**src/logic/adcrc_pkg.sv**
```systemverilog
// constants, field layouts and carrier types of the adc result and trim register bank
`default_nettype none
package adcrc_pkg;

  localparam int ADDR_W = 12;
  localparam int IRQ_W = 10;

  // register byte offsets
  localparam logic [ADDR_W-1:0] OFF_STATUS = 12'h00C;
  localparam logic [ADDR_W-1:0] OFF_IEN = 12'h014;
  localparam logic [ADDR_W-1:0] OFF_IF = 12'h018;
  localparam logic [ADDR_W-1:0] OFF_IFC = 12'h020;
  localparam logic [ADDR_W-1:0] OFF_SINGLE = 12'h024;
  localparam logic [ADDR_W-1:0] OFF_SCAN = 12'h028;
  localparam logic [ADDR_W-1:0] OFF_SINGLE_PEEK = 12'h02C;
  localparam logic [ADDR_W-1:0] OFF_SCAN_PEEK = 12'h030;
  localparam logic [ADDR_W-1:0] OFF_CAL = 12'h034;
  localparam logic [ADDR_W-1:0] OFF_BIAS = 12'h03C;

  // interrupt flag positions
  localparam int IRQ_SINGLE = 0;
  localparam int IRQ_SCAN = 1;
  localparam int IRQ_SINGLE_OF = 8;
  localparam int IRQ_SCAN_OF = 9;
  localparam logic [IRQ_W-1:0] IRQ_IMPL = 10'h303;

  // converter status bit positions
  localparam int STAT_SINGLE_DV = 0;
  localparam int STAT_SCAN_DV = 1;

  // reset values and writable masks
  localparam logic [31:0] RESULT_RESET = 32'h00000000;
  localparam logic [31:0] CAL_RESET = 32'h3F003F00;
  localparam logic [31:0] CAL_WMASK = 32'h7F7F7F7F;
  localparam logic [31:0] BIAS_RESET = 32'h00000747;
  localparam logic [31:0] BIAS_WMASK = 32'h00000F4F;

  // trim register layout; offsets are signed
  typedef struct packed {
    logic rsv31;
    logic [6:0] scan_gain_trim;
    logic rsv23;
    logic signed [6:0] scan_offset_trim;
    logic rsv15;
    logic [6:0] single_gain_trim;
    logic rsv7;
    logic signed [6:0] single_offset_trim;
  } adcrc_cal_t;

  // bias register layout
  typedef struct packed {
    logic [19:0] rsv_hi;
    logic [3:0] comparator_bias_level;
    logic rsv7;
    logic bias_halving;
    logic [1:0] rsv_mid;
    logic [3:0] bias_current_level;
  } adcrc_bias_t;

  // result delivery from the converter core
  typedef struct packed {
    logic strobe;
    logic [31:0] data;
  } adcrc_result_t;

endpackage
`default_nettype wire

```
**src/logic/adcrc_result_slot.sv**
```systemverilog
// one result channel: data, valid flag, dma request and overflow event
`timescale 1ns/1ps
`default_nettype none
module adcrc_result_slot (
  input wire logic pclk, // bus clock
  input wire logic presetn, // async reset, active low
  input wire adcrc_pkg::adcrc_result_t res, // new result from core
  input wire logic consume, // ordinary read of result
  output logic [31:0] data, // latest result
  output logic valid, // data-valid flag
  output logic dma_req, // pending dma request
  output logic overflow // one-cycle pulse, result overwritten unread
);

  typedef struct packed {
    logic [31:0] data;
    logic valid;
    logic dma;
    logic ovf;
  } adcrc_slot_t;

  adcrc_slot_t st;
  adcrc_slot_t next_st;

  // capture results; set wins over clearing read
  always_comb
  begin
    next_st = st;
    next_st.ovf = res.strobe & st.valid & ~consume;
    if (consume)
    begin
      next_st.valid = 1'b0;
      next_st.dma = 1'b0;
    end
    if (res.strobe)
    begin
      next_st.data = res.data;
      next_st.valid = 1'b1;
      next_st.dma = 1'b1;
    end
  end

  // state register
  always_ff @(posedge pclk or negedge presetn)
  begin
    if (!presetn)
      st <= '{data: adcrc_pkg::RESULT_RESET, valid: 1'b0, dma: 1'b0, ovf: 1'b0};
    else
      st <= next_st;
  end

  assign data = st.data;
  assign valid = st.valid;
  assign dma_req = st.dma;
  assign overflow = st.ovf;

endmodule
`default_nettype wire

```
**src/logic/adcrc_irq.sv**
```systemverilog
// sticky interrupt flags with write-one clear, enable mask and level output
`timescale 1ns/1ps
`default_nettype none
module adcrc_irq #(
  parameter int W = 10
) (
  input wire logic pclk, // bus clock
  input wire logic presetn, // async reset, active low
  input wire logic [W-1:0] events, // one-cycle event pulses
  input wire logic [W-1:0] clr, // flags to clear this cycle
  input wire logic en_wr, // write enable register
  input wire logic [W-1:0] en_wdata, // new enable value
  output logic [W-1:0] flags, // sticky flags
  output logic [W-1:0] enables, // enable mask
  output logic irq // level interrupt
);

  typedef struct packed {
    logic [W-1:0] flags;
    logic [W-1:0] en;
    logic irq;
  } adcrc_irq_st_t;

  adcrc_irq_st_t st;
  adcrc_irq_st_t next_st;

  // event set beats software clear
  always_comb
  begin
    next_st = st;
    next_st.flags = (st.flags & ~clr) | events;
    if (en_wr)
      next_st.en = en_wdata;
    next_st.irq = |(next_st.flags & next_st.en);
  end

  // state register
  always_ff @(posedge pclk or negedge presetn)
  begin
    if (!presetn)
      st <= '0;
    else
      st <= next_st;
  end

  assign flags = st.flags;
  assign enables = st.en;
  assign irq = st.irq;

endmodule
`default_nettype wire

```
**src/logic/adcrc_regs.sv**
```systemverilog
// apb register bank for adc results, peek views, trim, bias and interrupts
`timescale 1ns/1ps
`default_nettype none
module adcrc_regs (
  input wire logic pclk, // bus clock, 20 MHz
  input wire logic presetn, // async reset, active low
  input wire logic psel, // apb select
  input wire logic penable, // apb access phase
  input wire logic pwrite, // apb direction
  input wire logic [adcrc_pkg::ADDR_W-1:0] paddr, // apb byte address
  input wire logic [31:0] pwdata, // apb write data
  output logic [31:0] prdata, // apb read data
  output logic pready, // apb ready
  output logic pslverr, // apb error, unmapped address
  input wire adcrc_pkg::adcrc_result_t single_res, // single result from core
  input wire adcrc_pkg::adcrc_result_t scan_res, // scan result from core
  input wire logic [31:0] prod_cal, // production trim word
  output adcrc_pkg::adcrc_cal_t cal, // trim to core
  output adcrc_pkg::adcrc_bias_t bias, // bias to core
  output logic single_result_valid, // single data valid
  output logic scan_result_valid, // scan data valid
  output logic single_dma_req, // single dma request
  output logic scan_dma_req, // scan dma request
  output logic irq // interrupt, active high
);

  typedef struct packed {
    logic [31:0] prdata;
    logic pready;
    logic pslverr;
    adcrc_pkg::adcrc_cal_t cal;
    adcrc_pkg::adcrc_bias_t bias;
    logic cal_loaded;
  } adcrc_regs_st_t;

  adcrc_regs_st_t st;
  adcrc_regs_st_t next_st;

  logic setup;
  logic wr;
  logic single_consume;
  logic scan_consume;
  logic [31:0] single_data;
  logic [31:0] scan_data;
  logic single_ovf;
  logic scan_ovf;
  logic [adcrc_pkg::IRQ_W-1:0] irq_events;
  logic [adcrc_pkg::IRQ_W-1:0] irq_clr;
  logic [adcrc_pkg::IRQ_W-1:0] irq_flags;
  logic [adcrc_pkg::IRQ_W-1:0] irq_en;
  logic ien_wr;
  logic [31:0] rd_word;

  // true when the address selects the given register
  function automatic logic sel(input logic [adcrc_pkg::ADDR_W-1:0] a, input logic [adcrc_pkg::ADDR_W-1:0] off);
    sel = (a == off);
  endfunction

  // true for any mapped register
  function automatic logic mapped(input logic [adcrc_pkg::ADDR_W-1:0] a);
    mapped = sel(a, adcrc_pkg::OFF_STATUS) | sel(a, adcrc_pkg::OFF_IEN) | sel(a, adcrc_pkg::OFF_IF)
           | sel(a, adcrc_pkg::OFF_IFC) | sel(a, adcrc_pkg::OFF_SINGLE) | sel(a, adcrc_pkg::OFF_SCAN)
           | sel(a, adcrc_pkg::OFF_SINGLE_PEEK) | sel(a, adcrc_pkg::OFF_SCAN_PEEK)
           | sel(a, adcrc_pkg::OFF_CAL) | sel(a, adcrc_pkg::OFF_BIAS);
  endfunction

  // bus phases: read data latched in setup, write applied at access
  assign setup = psel & ~penable;
  assign wr = psel & penable & st.pready & pwrite;

  // ordinary reads consume results; peek reads never do
  assign single_consume = setup & ~pwrite & sel(paddr, adcrc_pkg::OFF_SINGLE);
  assign scan_consume = setup & ~pwrite & sel(paddr, adcrc_pkg::OFF_SCAN);

  // single channel
  adcrc_result_slot u_single (
    .pclk(pclk),
    .presetn(presetn),
    .res(single_res),
    .consume(single_consume),
    .data(single_data),
    .valid(single_result_valid),
    .dma_req(single_dma_req),
    .overflow(single_ovf)
  );

  // scan channel
  adcrc_result_slot u_scan (
    .pclk(pclk),
    .presetn(presetn),
    .res(scan_res),
    .consume(scan_consume),
    .data(scan_data),
    .valid(scan_result_valid),
    .dma_req(scan_dma_req),
    .overflow(scan_ovf)
  );

  // interrupt event and clear vectors
  always_comb
  begin
    irq_events = '0;
    irq_events[adcrc_pkg::IRQ_SINGLE] = single_res.strobe;
    irq_events[adcrc_pkg::IRQ_SCAN] = scan_res.strobe;
    irq_events[adcrc_pkg::IRQ_SINGLE_OF] = single_ovf;
    irq_events[adcrc_pkg::IRQ_SCAN_OF] = scan_ovf;
    irq_clr = '0;
    if (wr && sel(paddr, adcrc_pkg::OFF_IFC))
      irq_clr = pwdata[adcrc_pkg::IRQ_W-1:0] & adcrc_pkg::IRQ_IMPL;
  end

  assign ien_wr = wr & sel(paddr, adcrc_pkg::OFF_IEN);

  // interrupt flags and mask
  adcrc_irq #(
    .W(adcrc_pkg::IRQ_W)
  ) u_irq (
    .pclk(pclk),
    .presetn(presetn),
    .events(irq_events),
    .clr(irq_clr),
    .en_wr(ien_wr),
    .en_wdata(pwdata[adcrc_pkg::IRQ_W-1:0] & adcrc_pkg::IRQ_IMPL),
    .flags(irq_flags),
    .enables(irq_en),
    .irq(irq)
  );

  // read multiplexer; unmapped and reserved bits read zero
  always_comb
  begin
    rd_word = 32'h00000000;
    case (1'b1)
      sel(paddr, adcrc_pkg::OFF_STATUS):
      begin
        rd_word[adcrc_pkg::STAT_SINGLE_DV] = single_result_valid;
        rd_word[adcrc_pkg::STAT_SCAN_DV] = scan_result_valid;
      end
      sel(paddr, adcrc_pkg::OFF_IEN): rd_word = {22'h000000, irq_en};
      sel(paddr, adcrc_pkg::OFF_IF): rd_word = {22'h000000, irq_flags};
      sel(paddr, adcrc_pkg::OFF_SINGLE): rd_word = single_data;
      sel(paddr, adcrc_pkg::OFF_SCAN): rd_word = scan_data;
      sel(paddr, adcrc_pkg::OFF_SINGLE_PEEK): rd_word = single_data;
      sel(paddr, adcrc_pkg::OFF_SCAN_PEEK): rd_word = scan_data;
      sel(paddr, adcrc_pkg::OFF_CAL): rd_word = st.cal;
      sel(paddr, adcrc_pkg::OFF_BIAS): rd_word = st.bias;
      default: rd_word = 32'h00000000;
    endcase
  end

  // bus answer, trim and bias update
  always_comb
  begin
    next_st = st;
    next_st.pready = setup; // one wait-free access after each setup
    next_st.pslverr = setup & ~mapped(paddr);
    next_st.prdata = (setup & ~pwrite) ? rd_word : 32'h00000000;
    // production trim taken once after reset release
    if (!st.cal_loaded)
    begin
      next_st.cal = prod_cal & adcrc_pkg::CAL_WMASK;
      next_st.cal_loaded = 1'b1;
    end
    // reserved bits forced to zero on write; offsets stay signed for the core
    if (wr && sel(paddr, adcrc_pkg::OFF_CAL))
      next_st.cal = pwdata & adcrc_pkg::CAL_WMASK;
    if (wr && sel(paddr, adcrc_pkg::OFF_BIAS))
      next_st.bias = pwdata & adcrc_pkg::BIAS_WMASK;
  end

  // state register
  always_ff @(posedge pclk or negedge presetn)
  begin
    if (!presetn)
    begin
      st.prdata <= 32'h00000000;
      st.pready <= 1'b0;
      st.pslverr <= 1'b0;
      st.cal <= adcrc_pkg::CAL_RESET;
      st.bias <= adcrc_pkg::BIAS_RESET;
      st.cal_loaded <= 1'b0;
    end
    else
      st <= next_st;
  end

  assign prdata = st.prdata;
  assign pready = st.pready;
  assign pslverr = st.pslverr;
  assign cal = st.cal;
  assign bias = st.bias;

endmodule
`default_nettype wire

```
**config.mk**
```make
export PLATFORM = sky130hd
export DESIGN_NAME = adcrc_regs
export DESIGN_NICKNAME = d
export VERILOG_FILES = /design/src/logic/adcrc_pkg.sv /design/src/logic/adcrc_result_slot.sv /design/src/logic/adcrc_irq.sv /design/src/logic/adcrc_regs.sv
export SDC_FILE = /design/constraint.sdc
export NUM_CORES = 1
export LEC_CHECK = 0
export BUFFER_PORTS_ARGS = -buffer_cell sky130_fd_sc_hd__buf_2
export CAP_MARGIN = 10
export CELL_PAD_IN_SITES_DETAIL_PLACEMENT = 0
export CELL_PAD_IN_SITES_GLOBAL_PLACEMENT = 1
export CORE_MARGIN = 4
export CORE_UTILIZATION = 35
export DETAILED_ROUTE_END_ITERATION = 16
export PLACE_DENSITY_LB_ADDON = 0.1
export SYNTH_ARGS = -nofsm -noshare
export SYNTH_HDL_FRONTEND = slang
export SYNTH_SLANG_ARGS = --single-unit
```
**constraint.sdc**
```tcl
create_clock -name pclk -period 1.6 [get_ports pclk]
set_clock_uncertainty 0.1 [all_clocks]
set_input_delay 0.32 -clock pclk [delete_from_list [all_inputs] [get_ports pclk]]
set_output_delay 0.32 -clock pclk [all_outputs]
set_load 0.02 [all_outputs]
```
Word-level counts from Yosys, hierarchy flattened. Cells that the tools add are included.

Bits of input ports: 147. Register bits: 167. Logic and storage cells: 101. Output and inout bits: 103.

Muxes and demuxes: 27. Reduce and logical (&&, ||, !) cells: 6. Eq/ne operators: 11. Bitwise gates (word level): 31.

Operators by type and width (count): 30-bit two-way mux (8); 32-bit two-way mux (3); 12-bit by 6-bit equality test with 1-bit output, second input constant (7); 10-bit two-way mux (3); 2-bit two-way mux (13); 12-bit by 5-bit equality test with 1-bit output, second input constant (2); 10-bit bitwise AND (2); 1-bit bitwise AND (13); 12-bit by 4-bit equality test with 1-bit output, second input constant (1); 10-bit inverter (1); 10-bit OR (1); 10-bit OR reduction (1); 1-bit OR (9); 1-bit inverter (5); 2-bit nonzero test (2); 1-bit logical AND (3); 2-bit by 1-bit != test with 1-bit output, second input constant (1).

Logic depth before layout (Yosys ltp). Gate-level depths: netlist (run 1).

Depth in word-level cells: 12. Depth in mapped cells: 8. Mapped depth without buffers: 5.

Cells and area by module. From an unflattened synthesis (run 1), not the netlist that was laid out.

Cell total of the unflattened synthesis: 715. Area, all modules: 8261.7 sq um.

Modules (own cells, without submodules): adcrc_regs (cells each 503, area each 4584.4 sq um, sequential area each 1825.5 sq um, instances 1); adcrc_result_slot (cells each 74, area each 1407.6 sq um, sequential area each 850.8 sq um, instances 2); adcrc_irq (cells each 64, area each 862.1 sq um, sequential area each 525.5 sq um, instances 1).

Worst setup path after synthesis (run 1). OpenSTA, ideal clock, no wires.

Kind: input to register. Start: input port paddr[7] (netlist name). End: register, netlist name bias[11]. Data required time: 1375 ps. Stages on the path: 6. Arrival: 1972 ps. Library setup time: 125 ps. Path slack: -597 ps. Path buffers: 1. Cells stage by stage: or4_1 > buf_2 > nor3_4 > nand2_1 > nor3_4 > mux2_2.

Word-level cells in the longest chain between the ends: 2.

Ends and longest elaborated chain: from (decl) (line adcrc_regs.sv:10) `input wire logic [adcrc_pkg::ADDR_W-1:0] paddr,`; 12-bit by 6-bit equality test with 1-bit output (line adcrc_regs.sv:56) `sel = (a == off);`; 1-bit logical AND (line adcrc_regs.sv:167) `if (wr && sel(paddr, adcrc_pkg::OFF_BIAS))`.

Every way passes these cells. A chain may end at the register's enable or synchronous reset.

Worst setup path after layout (run 1).
Start: input port paddr[7] (netlist name). End: register, netlist name bias[11].

Word-level cells in the longest chain between the ends: 2.

Ends and longest elaborated chain (line): 12-bit by 6-bit equality test with 1-bit output (adcrc_regs.sv:56); 1-bit logical AND (adcrc_regs.sv:167).

Every way passes these cells.

==> qor.log, run 1 <==
INFO  grt            grt.overflow.total=0
INFO  outcome        violations=negative setup slack
INFO  power          switching_share=24.9%
INFO  synth          syn_area=7210um2
INFO  synth          yosys_register_bits=149
INFO  outcome        run_status=finished, violations left
INFO  grt            first_global_vias=5,817
INFO  critical_path  critical_path_required=1800ps
INFO  clock_tree     cts_buffers=17
INFO  sta            timing_max_transition_violations_final=0
INFO  synth          synth_cell_type_count=51
INFO  grt            grt_usage=18.7%
INFO  critical_path  ff2ff_path_depth=5
INFO  grt            number_of_antenna_violations_at_the_first_check_in_global_routing=0
INFO  clock_tree     clock_path_buffers=2
INFO  floorplan      core_area=20,200um2
INFO  critical_path  reg2reg_to=u_irq.irq
INFO  grt            grt_first_pass_wirelength=32,400um
INFO  synth          postSynth.asyncResetShare=100%
INFO  synth          cell_types_with_the_highest_counts_after_synthesis=sky130_fd_sc_hd__dfrtp_1 (130), sky130_fd_sc_hd__buf_4 (98), sky130_fd_sc_hd__mux2_2 (82), sky130_fd_sc_hd__nor2_1 (72), sky130_fd_sc_hd__mux2i_1 (33)
INFO  power          ir_worst_vdd=0.605mV
INFO  placement      detailedPlacementHpwl=15,700um
INFO  power          cellLeakagePower=4.73nW
INFO  placement      io_buffers=214
INFO  critical_path  buffering_stage_count_on_the_worst_path_with_inverters_included=2
INFO  sta            final_period_minus_worst_setup_slack=1760ps
INFO  placement      globalplace.congestion=0.822
INFO  grt            grt_start_max_net_pins=34
INFO  synth          synth_edf_count=0
INFO  cells_and_area layout.area.seq=3760um2
INFO  synth          yosysMostFrequentCell=sky130_fd_sc_hd__dfrtp_1
INFO  sta            setup_ws=-156ps
INFO  drt            drt_pre_antenna_iters=6
INFO  power          seq_power_share=42.7%
INFO  floorplan      io_pins=250
INFO  sta            setup-violations-final=72
INFO  critical_path  worstPathCellList=buf_6, or4_4, nor3_4, nand2_2, nor3_4, buf_12, mux2_4
INFO  critical_path  timing_worst_setup_path_type=in -> reg
INFO  power          clk_pwr_share=45.2%
INFO  synth          area_fraction_of_the_dominant_cell_type_after_synthesis=45.1%
INFO  synth          synth.yosys.seq_area_share=52.0%
INFO  synth          synth_top_flop_cell=sky130_fd_sc_hd__dfrtp_1
INFO  cells_and_area fillers=1,844
INFO  power          power_density_normalized_to_cell_area=955nW/um2
INFO  critical_path  timing.critical_path.slowest_cell_delay=600ps
INFO  worst_hold_path holdCritPathClass=in -> reg
INFO  worst_hold_path holdCritStartpoint=scan_res[19]
INFO  worst_hold_path timing.hold.worst_path_depth=2
INFO  clock_tree     clk_latency_worst_skew_pair=420ps
INFO  synth          synth_top_cells_by_area=sky130_fd_sc_hd__dfrtp_1 (45%), sky130_fd_sc_hd__mux2_2 (13%), sky130_fd_sc_hd__buf_4 (10%), sky130_fd_sc_hd__dfstp_2 (6.9%), sky130_fd_sc_hd__mux2i_1 (4.6%)
INFO  floorplan      fp.dieW=152um
INFO  power          internal_power=7.39mW
INFO  drt            wire_per_inst=19.9um
INFO  critical_path  critical_path.most_common_cell=sky130_fd_sc_hd__nor3_4
INFO  critical_path  critical_path.endpoint_type=flip-flop
INFO  floorplan      floorplan.die.height=152um
INFO  sta            hold_viol=0
INFO  clock_tree     clock_tree.htree_level_count=4
INFO  synth          synthesis.yosys.warnings=0
INFO  critical_path  worst-endpoint-arrival=1960ps
INFO  drt            via_count=5,588
INFO  power          comb_power_share=12.1%
INFO  critical_path  cpMaxStageDelayCell=sky130_fd_sc_hd__or4_4
INFO  drt            drt-vias-per-instance=4.94
INFO  cells_and_area area_growth_syn_to_layout=43.1%
INFO  floorplan      floorplan.initialDensity=35.6%
INFO  cells_and_area multi_input_logic_area=3320um2
INFO  synth          netlist.top_cell.by_area=sky130_fd_sc_hd__dfrtp_1
INFO  floorplan      die_footprint=23,000um2
INFO  flow_run       cap_viol_max_count=0
INFO  drt            detailedRoute.firstIterationViolations=268
INFO  cells_and_area final_layout_size_suffix_gt1_share=63.4%
INFO  drt            detail_route.wirelength=22,500um
INFO  critical_path  highest_fanout_seen_on_the_critical_path=7
INFO  drt            number_of_remaining_drc_errors=0
INFO  sta            max_freq=570MHz
INFO  power          power.net_switching=2.46mW
INFO  sta            hold_ws=27.6ps
INFO  sta            layout_worst_path_cycle_share=110%
INFO  power          p_total=9.85mW
INFO  critical_path  worst_path_dominant_cell_family=simple AND/OR/NAND/NOR gates
INFO  synth          avgSynthCellArea=11.5um2
INFO  clock_tree     clock_sink_count=149
INFO  clock_tree     cts.root.buffer_cell=sky130_fd_sc_hd__clkbuf_16
INFO  clock_tree     clock_pin_transition_on_the_worst_setup_and_hold_timing_paths=60ps
INFO  floorplan      floorplan.rows=52
INFO  critical_path  r2r_setup_slack=-100ps
INFO  synth          postSynthCellCount=625
INFO  critical_path  startpoint_type=primary input
INFO  critical_path  timing.rr.start=pready
INFO  clock_tree     cts_tree=yes
INFO  sta            rsz_0062_raised_after_global_routing=yes
INFO  drt            route.antenna.remaining_nets=0
INFO  worst_hold_path worstHoldEndpoint=u_scan.data[19]
INFO  cells_and_area design.final.nets=995
==> worst register-to-register path, delay by kind of cell, from the launching register on <==
family / cells / cell delay, ps
flops: 1 / 350
compound gates: 1 / 430
simple gates: 4 / 710
==> power groups by stage <==
| stage | clock, mW | sequential, mW | combinational (mW) |
|---|---|---|---|
| floorplan | 0 | 4.20 | 0.713 |
| global placement | 0 | 4.25 | 1.08 |
| detailed placement | 0 | 4.26 | 1.10 |
| CTS | 4.54 | 4.20 | 1.15 |
| global route | 4.70 | 4.23 | 1.29 |
| finish | 4.45 | 4.20 | 1.20 |
==> layout by cell type (no fill, tap or decap), types with 3 or more instances in the layout <==
master / instances
sky130_fd_sc_hd__nand2_2: 4
sky130_fd_sc_hd__dfrtp_1: 127
sky130_fd_sc_hd__nor2_4: 30
sky130_fd_sc_hd__o21ai_4: 3
sky130_fd_sc_hd__mux2i_1: 33
sky130_fd_sc_hd__a21oi_2: 22
sky130_fd_sc_hd__o21ai_0: 3
sky130_fd_sc_hd__nor3_1: 4
sky130_fd_sc_hd__a22oi_2: 3
sky130_fd_sc_hd__nor2_2: 17
sky130_fd_sc_hd__nor2_1: 26
sky130_fd_sc_hd__buf_4: 63
sky130_fd_sc_hd__bufinv_16: 5
sky130_fd_sc_hd__clkinv_4: 3
sky130_fd_sc_hd__dfstp_2: 19
sky130_fd_sc_hd__a222oi_1: 18
sky130_fd_sc_hd__conb_1: 28
sky130_fd_sc_hd__buf_2: 204
sky130_fd_sc_hd__mux2_4: 10
sky130_fd_sc_hd__buf_12: 14
sky130_fd_sc_hd__buf_6: 12
sky130_fd_sc_hd__a21oi_1: 9
sky130_fd_sc_hd__nand2b_1: 6
sky130_fd_sc_hd__a221oi_1: 5
sky130_fd_sc_hd__nor4_4: 3
sky130_fd_sc_hd__nand2_1: 15
sky130_fd_sc_hd__mux2_2: 72
sky130_fd_sc_hd__clkbuf_16: 22
sky130_fd_sc_hd__dfrtp_2: 3
sky130_fd_sc_hd__o32a_1: 3
sky130_fd_sc_hd__buf_16: 6
sky130_fd_sc_hd__nand3_1: 4
sky130_fd_sc_hd__nor3_4: 8
sky130_fd_sc_hd__a221oi_2: 3
==> per-layer routing <==
metal,share of wire [%],GRT usage [%]
met4,0.74,4.49
met3,5.4,4.05
met5,0,0
met1,42,24.1
met2,51,32.3
==> stage by stage <==
| step | cells | worst slack, ps | area, um2 | utilization (%) | setup TNS, ps |
|---|---|---|---|---|---|
| 3_3_place_gp | 1078 | -645 | 8590 | 42.5 | -44860 |
| 3_5_place_dp | 1078 | -684 | 8590 | 42.5 | -46740 |
| 6_report | 1132 | -156 | 10300 | 51.0 | -5820 |
| 5_1_grt | 1131 | -199 | 10300 | 51.0 | -8510 |
| 4_1_cts | 1124 | -147 | 9760 | 48.3 | -6190 |
| 2_1_floorplan | 651 | -523 | 7400 | - | -28960 |
==> timing repair <==
| action | CTS | global route |
|---|---|---|
| cloned | 5 | 5 |
| hold endpoints to repair | 25 | 0 |
| resized for setup | 83 | 101 |
| pin swaps | 11 | 21 |
| setup endpoints to repair | 78 | 82 |
| hold buffers | 2 | 0 |
| buffers inserted | 7 | 2 |
==> kinds of logic after synthesis <==
group	count (synthesis)	synth area share, %
XOR/XNOR	1	0.121
multiplexers	115	17.4
AO/OA/AOI/OAI	87	8.57
buffers and inverters	131	12.1
other	2	0.104
flip-flops	149	52.0
AND/OR/NAND/NOR	140	9.68
==> layout make-up <==
class                   instances  area share (%)
diodes                          1          0.0243
repair buffers                307            21.7
clock buffers                  18            4.16
well taps                     270            3.28
multi-input cells             371            32.2
flip-flops and latches        149            36.4
clock inverters                14            2.16
inverters                       2          0.0728
==> flip-flops by register name (all words and copies together) (netlist names) <==
register,cells
bias,9
cal,28
prdata,32
pready,1
pslverr,1
st,1
u_irq.enables,4
u_irq.flags,4
u_irq.irq,1
u_scan.data,32
u_scan.dma_req,1
u_scan.overflow,1
u_single.data,32
u_single.dma_req,1
u_single.overflow,1
==> how the worst max path moves through the flow <==
stage              from         end  slack [ps]  depth (start not counted)
2_1_floorplan  paddr[7]    bias[11]        -520                          6
3_3_place_gp   paddr[7]  prdata[18]        -640                          9
3_5_place_dp   paddr[7]  prdata[29]        -680                          6
4_1_cts        paddr[7]     bias[3]        -150                          7
5_1_grt        paddr[7]     bias[3]        -200                          7
6_report       paddr[7]    bias[11]        -160                          7
Power figures use the tool's default switching activity.
==> run 2, diff against run 1 <==
SKIP_CTS_REPAIR_TIMING = 1   (was default)
==> run 2 against run 1 <==
Compared with the run above: the flow still finishes with violations (negative setup slack); flip-flop and latch count is the same; critical endpoint is now prdata[20]; global-route usage shrank 0.86 points; largest cell class unchanged; sequential power about the same; fmax grew 0.39%; cell count decreased by 0.71%; non-clock buffer count fell by 8; worst hold slack got worse by 4.9 ps; clock power barely moved.
==> qor.log, run 2 (synthesized netlist as in run 1, its figures left out) <==
INFO  outcome        run_status=finished, violations left
INFO  outcome        violations=negative setup slack
INFO  drt            detailedRoute.firstIterationViolations=285 [+6.3%]
INFO  drt            via_count=5,458 [-2.3%]
INFO  clock_tree     clock_pin_transition_on_the_worst_setup_and_hold_timing_paths=60ps [about the same]
INFO  floorplan      floorplan.die.height=152um [unchanged]
INFO  cells_and_area fillers=1,884 [+2.2%]
INFO  grt            first_global_vias=5,607 [-3.6%]
INFO  floorplan      io_pins=250 [unchanged]
INFO  placement      placed_cells_incl_taps=1,078 [unchanged]
INFO  floorplan      die_footprint=23,000um2 [unchanged]
INFO  sta            timing_max_transition_violations_final=0 [unchanged]
INFO  cells_and_area layoutNonFillerInstCount=1,124 [-0.71%]
INFO  placement      detailedPlacementHpwl=15,700um [unchanged]
INFO  sta            setup_total_negative_slack=-4660ps [+1170 ps]
INFO  cells_and_area area_growth_syn_to_layout=36.8%
INFO  power          ir_worst_vdd=0.591mV [-2.4%]
INFO  cells_and_area core_occupancy_in_the_finished_layout=48.7% [-2.2 points]
INFO  critical_path  timing.rr.start=pready
INFO  cells_and_area final_layout_size_suffix_gt1_share=57.9% [-5.5 points]
INFO  clock_tree     cts.root.buffer_cell=sky130_fd_sc_hd__clkbuf_16
INFO  drt            drt-vias-per-instance=4.86 [-1.6%]
INFO  critical_path  cpMaxStageDelayCell=sky130_fd_sc_hd__or4_4
INFO  critical_path  critical_path.most_common_cell=sky130_fd_sc_hd__buf_6
INFO  critical_path  critical_path_required=1800ps [about the same]
INFO  power          cellLeakagePower=4.62nW [-2.3%]
INFO  drt            drt_pre_antenna_iters=6 [unchanged]
INFO  critical_path  ff2ff_path_depth=5 [unchanged]
INFO  cells_and_area mostFrequentLayoutCell=sky130_fd_sc_hd__buf_2
INFO  grt            grt.overflow.total=0 [unchanged]
INFO  critical_path  timing.critical_path.slowest_cell_delay=600ps [about the same]
INFO  placement      io_buffers=214 [unchanged]
INFO  critical_path  buffering_stage_count_on_the_worst_path_with_inverters_included=4 [+2]
INFO  drt            wire_per_inst=18.9um [-5.0%]
INFO  placement      detailedPlace.worstSlack=-684ps [unchanged]
INFO  power          power_density_normalized_to_cell_area=991nW/um2 [+3.8%]
INFO  floorplan      fp.dieW=152um [unchanged]
INFO  floorplan      floorplan.initialDensity=35.6% [unchanged]
INFO  critical_path  worst_path_dominant_cell_family=simple AND/OR/NAND/NOR gates
INFO  sta            rsz_0062_raised_after_global_routing=yes
INFO  clock_tree     clock_sink_count=149 [unchanged]
INFO  drt            detail_route.wirelength=21,200um [-5.7%]
INFO  critical_path  startpoint_type=primary input
INFO  grt            grt_usage=17.9% [-0.86 points]
INFO  sta            setup_ws=-149ps [+6.76 ps]
INFO  critical_path  reg2reg_to=u_irq.irq
INFO  drt            number_of_remaining_drc_errors=0 [unchanged]
INFO  sta            final_period_minus_worst_setup_slack=1750ps [-6.76 ps]
INFO  placement      globalplace.congestion=0.822 [unchanged]
INFO  cells_and_area design.final.nets=987 [-0.80%]
INFO  worst_hold_path holdCritPathClass=in -> reg
INFO  sta            setup-violations-final=40 [-44%]
INFO  clock_tree     clk_latency_worst_skew_pair=420ps [about the same]
INFO  worst_hold_path timing.hold.worst_path_depth=2 [unchanged]
INFO  worst_hold_path worstHoldEndpoint=u_scan.data[19]
INFO  critical_path  critical_path.endpoint_type=flip-flop
INFO  critical_path  worstPathCellList=buf_6, or4_4, nor3_4, buf_6, nand2_4, o21ai_4, buf_12, clkbuf_16, nor2_1
INFO  clock_tree     cts_tree=yes
INFO  sta            hold_viol=0 [unchanged]
INFO  floorplan      core_area=20,200um2 [unchanged]
INFO  grt            grt_start_max_net_pins=34 [unchanged]
INFO  floorplan      floorplan.rows=52 [unchanged]
INFO  sta            max_freq=572MHz [+0.39%]
INFO  power          p_total=9.77mW [-0.75%]
INFO  drt            route.antenna.remaining_nets=0 [unchanged]
INFO  cells_and_area layout.cells.most_common_list=sky130_fd_sc_hd__buf_2 (204), sky130_fd_sc_hd__dfrtp_1 (129), sky130_fd_sc_hd__mux2_2 (77), sky130_fd_sc_hd__buf_4 (67), sky130_fd_sc_hd__nor2_1 (38)
INFO  clock_tree     cts_buffers=17 [unchanged]
INFO  clock_tree     clock_tree.htree_level_count=4 [unchanged]
INFO  critical_path  highest_fanout_seen_on_the_critical_path=8 [+1]
INFO  worst_hold_path holdCritStartpoint=scan_res[19]
INFO  sta            layout_worst_path_cycle_share=109% [-0.42 points]
INFO  critical_path  worst-endpoint-arrival=1950ps [about the same]
INFO  critical_path  timing_worst_setup_path_type=in -> reg
INFO  flow_run       cap_viol_max_count=0 [unchanged]
INFO  critical_path  r2r_setup_slack=-90ps [about the same]
INFO  grt            number_of_antenna_violations_at_the_first_check_in_global_routing=0 [unchanged]
INFO  grt            grt_first_pass_wirelength=31,000um [-4.2%]
INFO  clock_tree     clock_path_buffers=2 [unchanged]
[run 2: cell types whose count changed in the layout (fill, tap and decap cells not counted), moves of 5 or more]
cell,change
sky130_fd_sc_hd__a21oi_1,+23
sky130_fd_sc_hd__a21oi_2,-22
sky130_fd_sc_hd__buf_16,-5
sky130_fd_sc_hd__mux2_2,+5
sky130_fd_sc_hd__mux2_4,-5
sky130_fd_sc_hd__nor2_1,+12
sky130_fd_sc_hd__nor2_4,-12
[run 2: worst max-delay path by stage]
stage | from | end | slack (ps) | depth (start not counted)
detailed placement | paddr[7] | prdata[29] | -680 | 6
finish | paddr[7] | prdata[20] | -150 | 9
global route | paddr[7] | prdata[27] | -180 | 9
global placement | paddr[7] | prdata[18] | -640 | 9
floorplan | paddr[7] | bias[11] | -520 | 6
CTS | pready | u_irq.irq | -250 | 5
[run 2: per-layer routing]
layer	wire [um]	up-vias	GRT usage (%)
met2	10900	179	30.6
met4	106	0	4.45
met3	1160	7	3.84
li1	-	2537	-
met5	0	-	0
met1	9050	2735	23.1
[run 2: power by group]
| part | switching [mW] | total [mW] | internal [mW] |
|---|---|---|---|
| Clock | 1.64 | 4.43 | 2.79 |
| Combinational | 0.604 | 1.15 | 0.545 |
| Sequential | 0.161 | 4.20 | 4.03 |
[run 2: stage by stage]
step	hold WS, ps	cell area [um2]
finish	22.7	9860
detailed placement	139	8590
floorplan	-75.6	7400
global placement	139	8590
global route	6.25	9860
CTS	-320	9250
[run 2: final cells by class]
type,instances,area (um2),share of cell area [%]
inverter,2,7.51,0.0761
multi-input combinational,371,3090,31.4
timing repair buffer,299,2020,20.4
sequential,149,3750,38.1
tap,270,338,3.43
clock inverter,14,223,2.26
antenna,1,2.50,0.0254
clock buffer,18,429,4.35
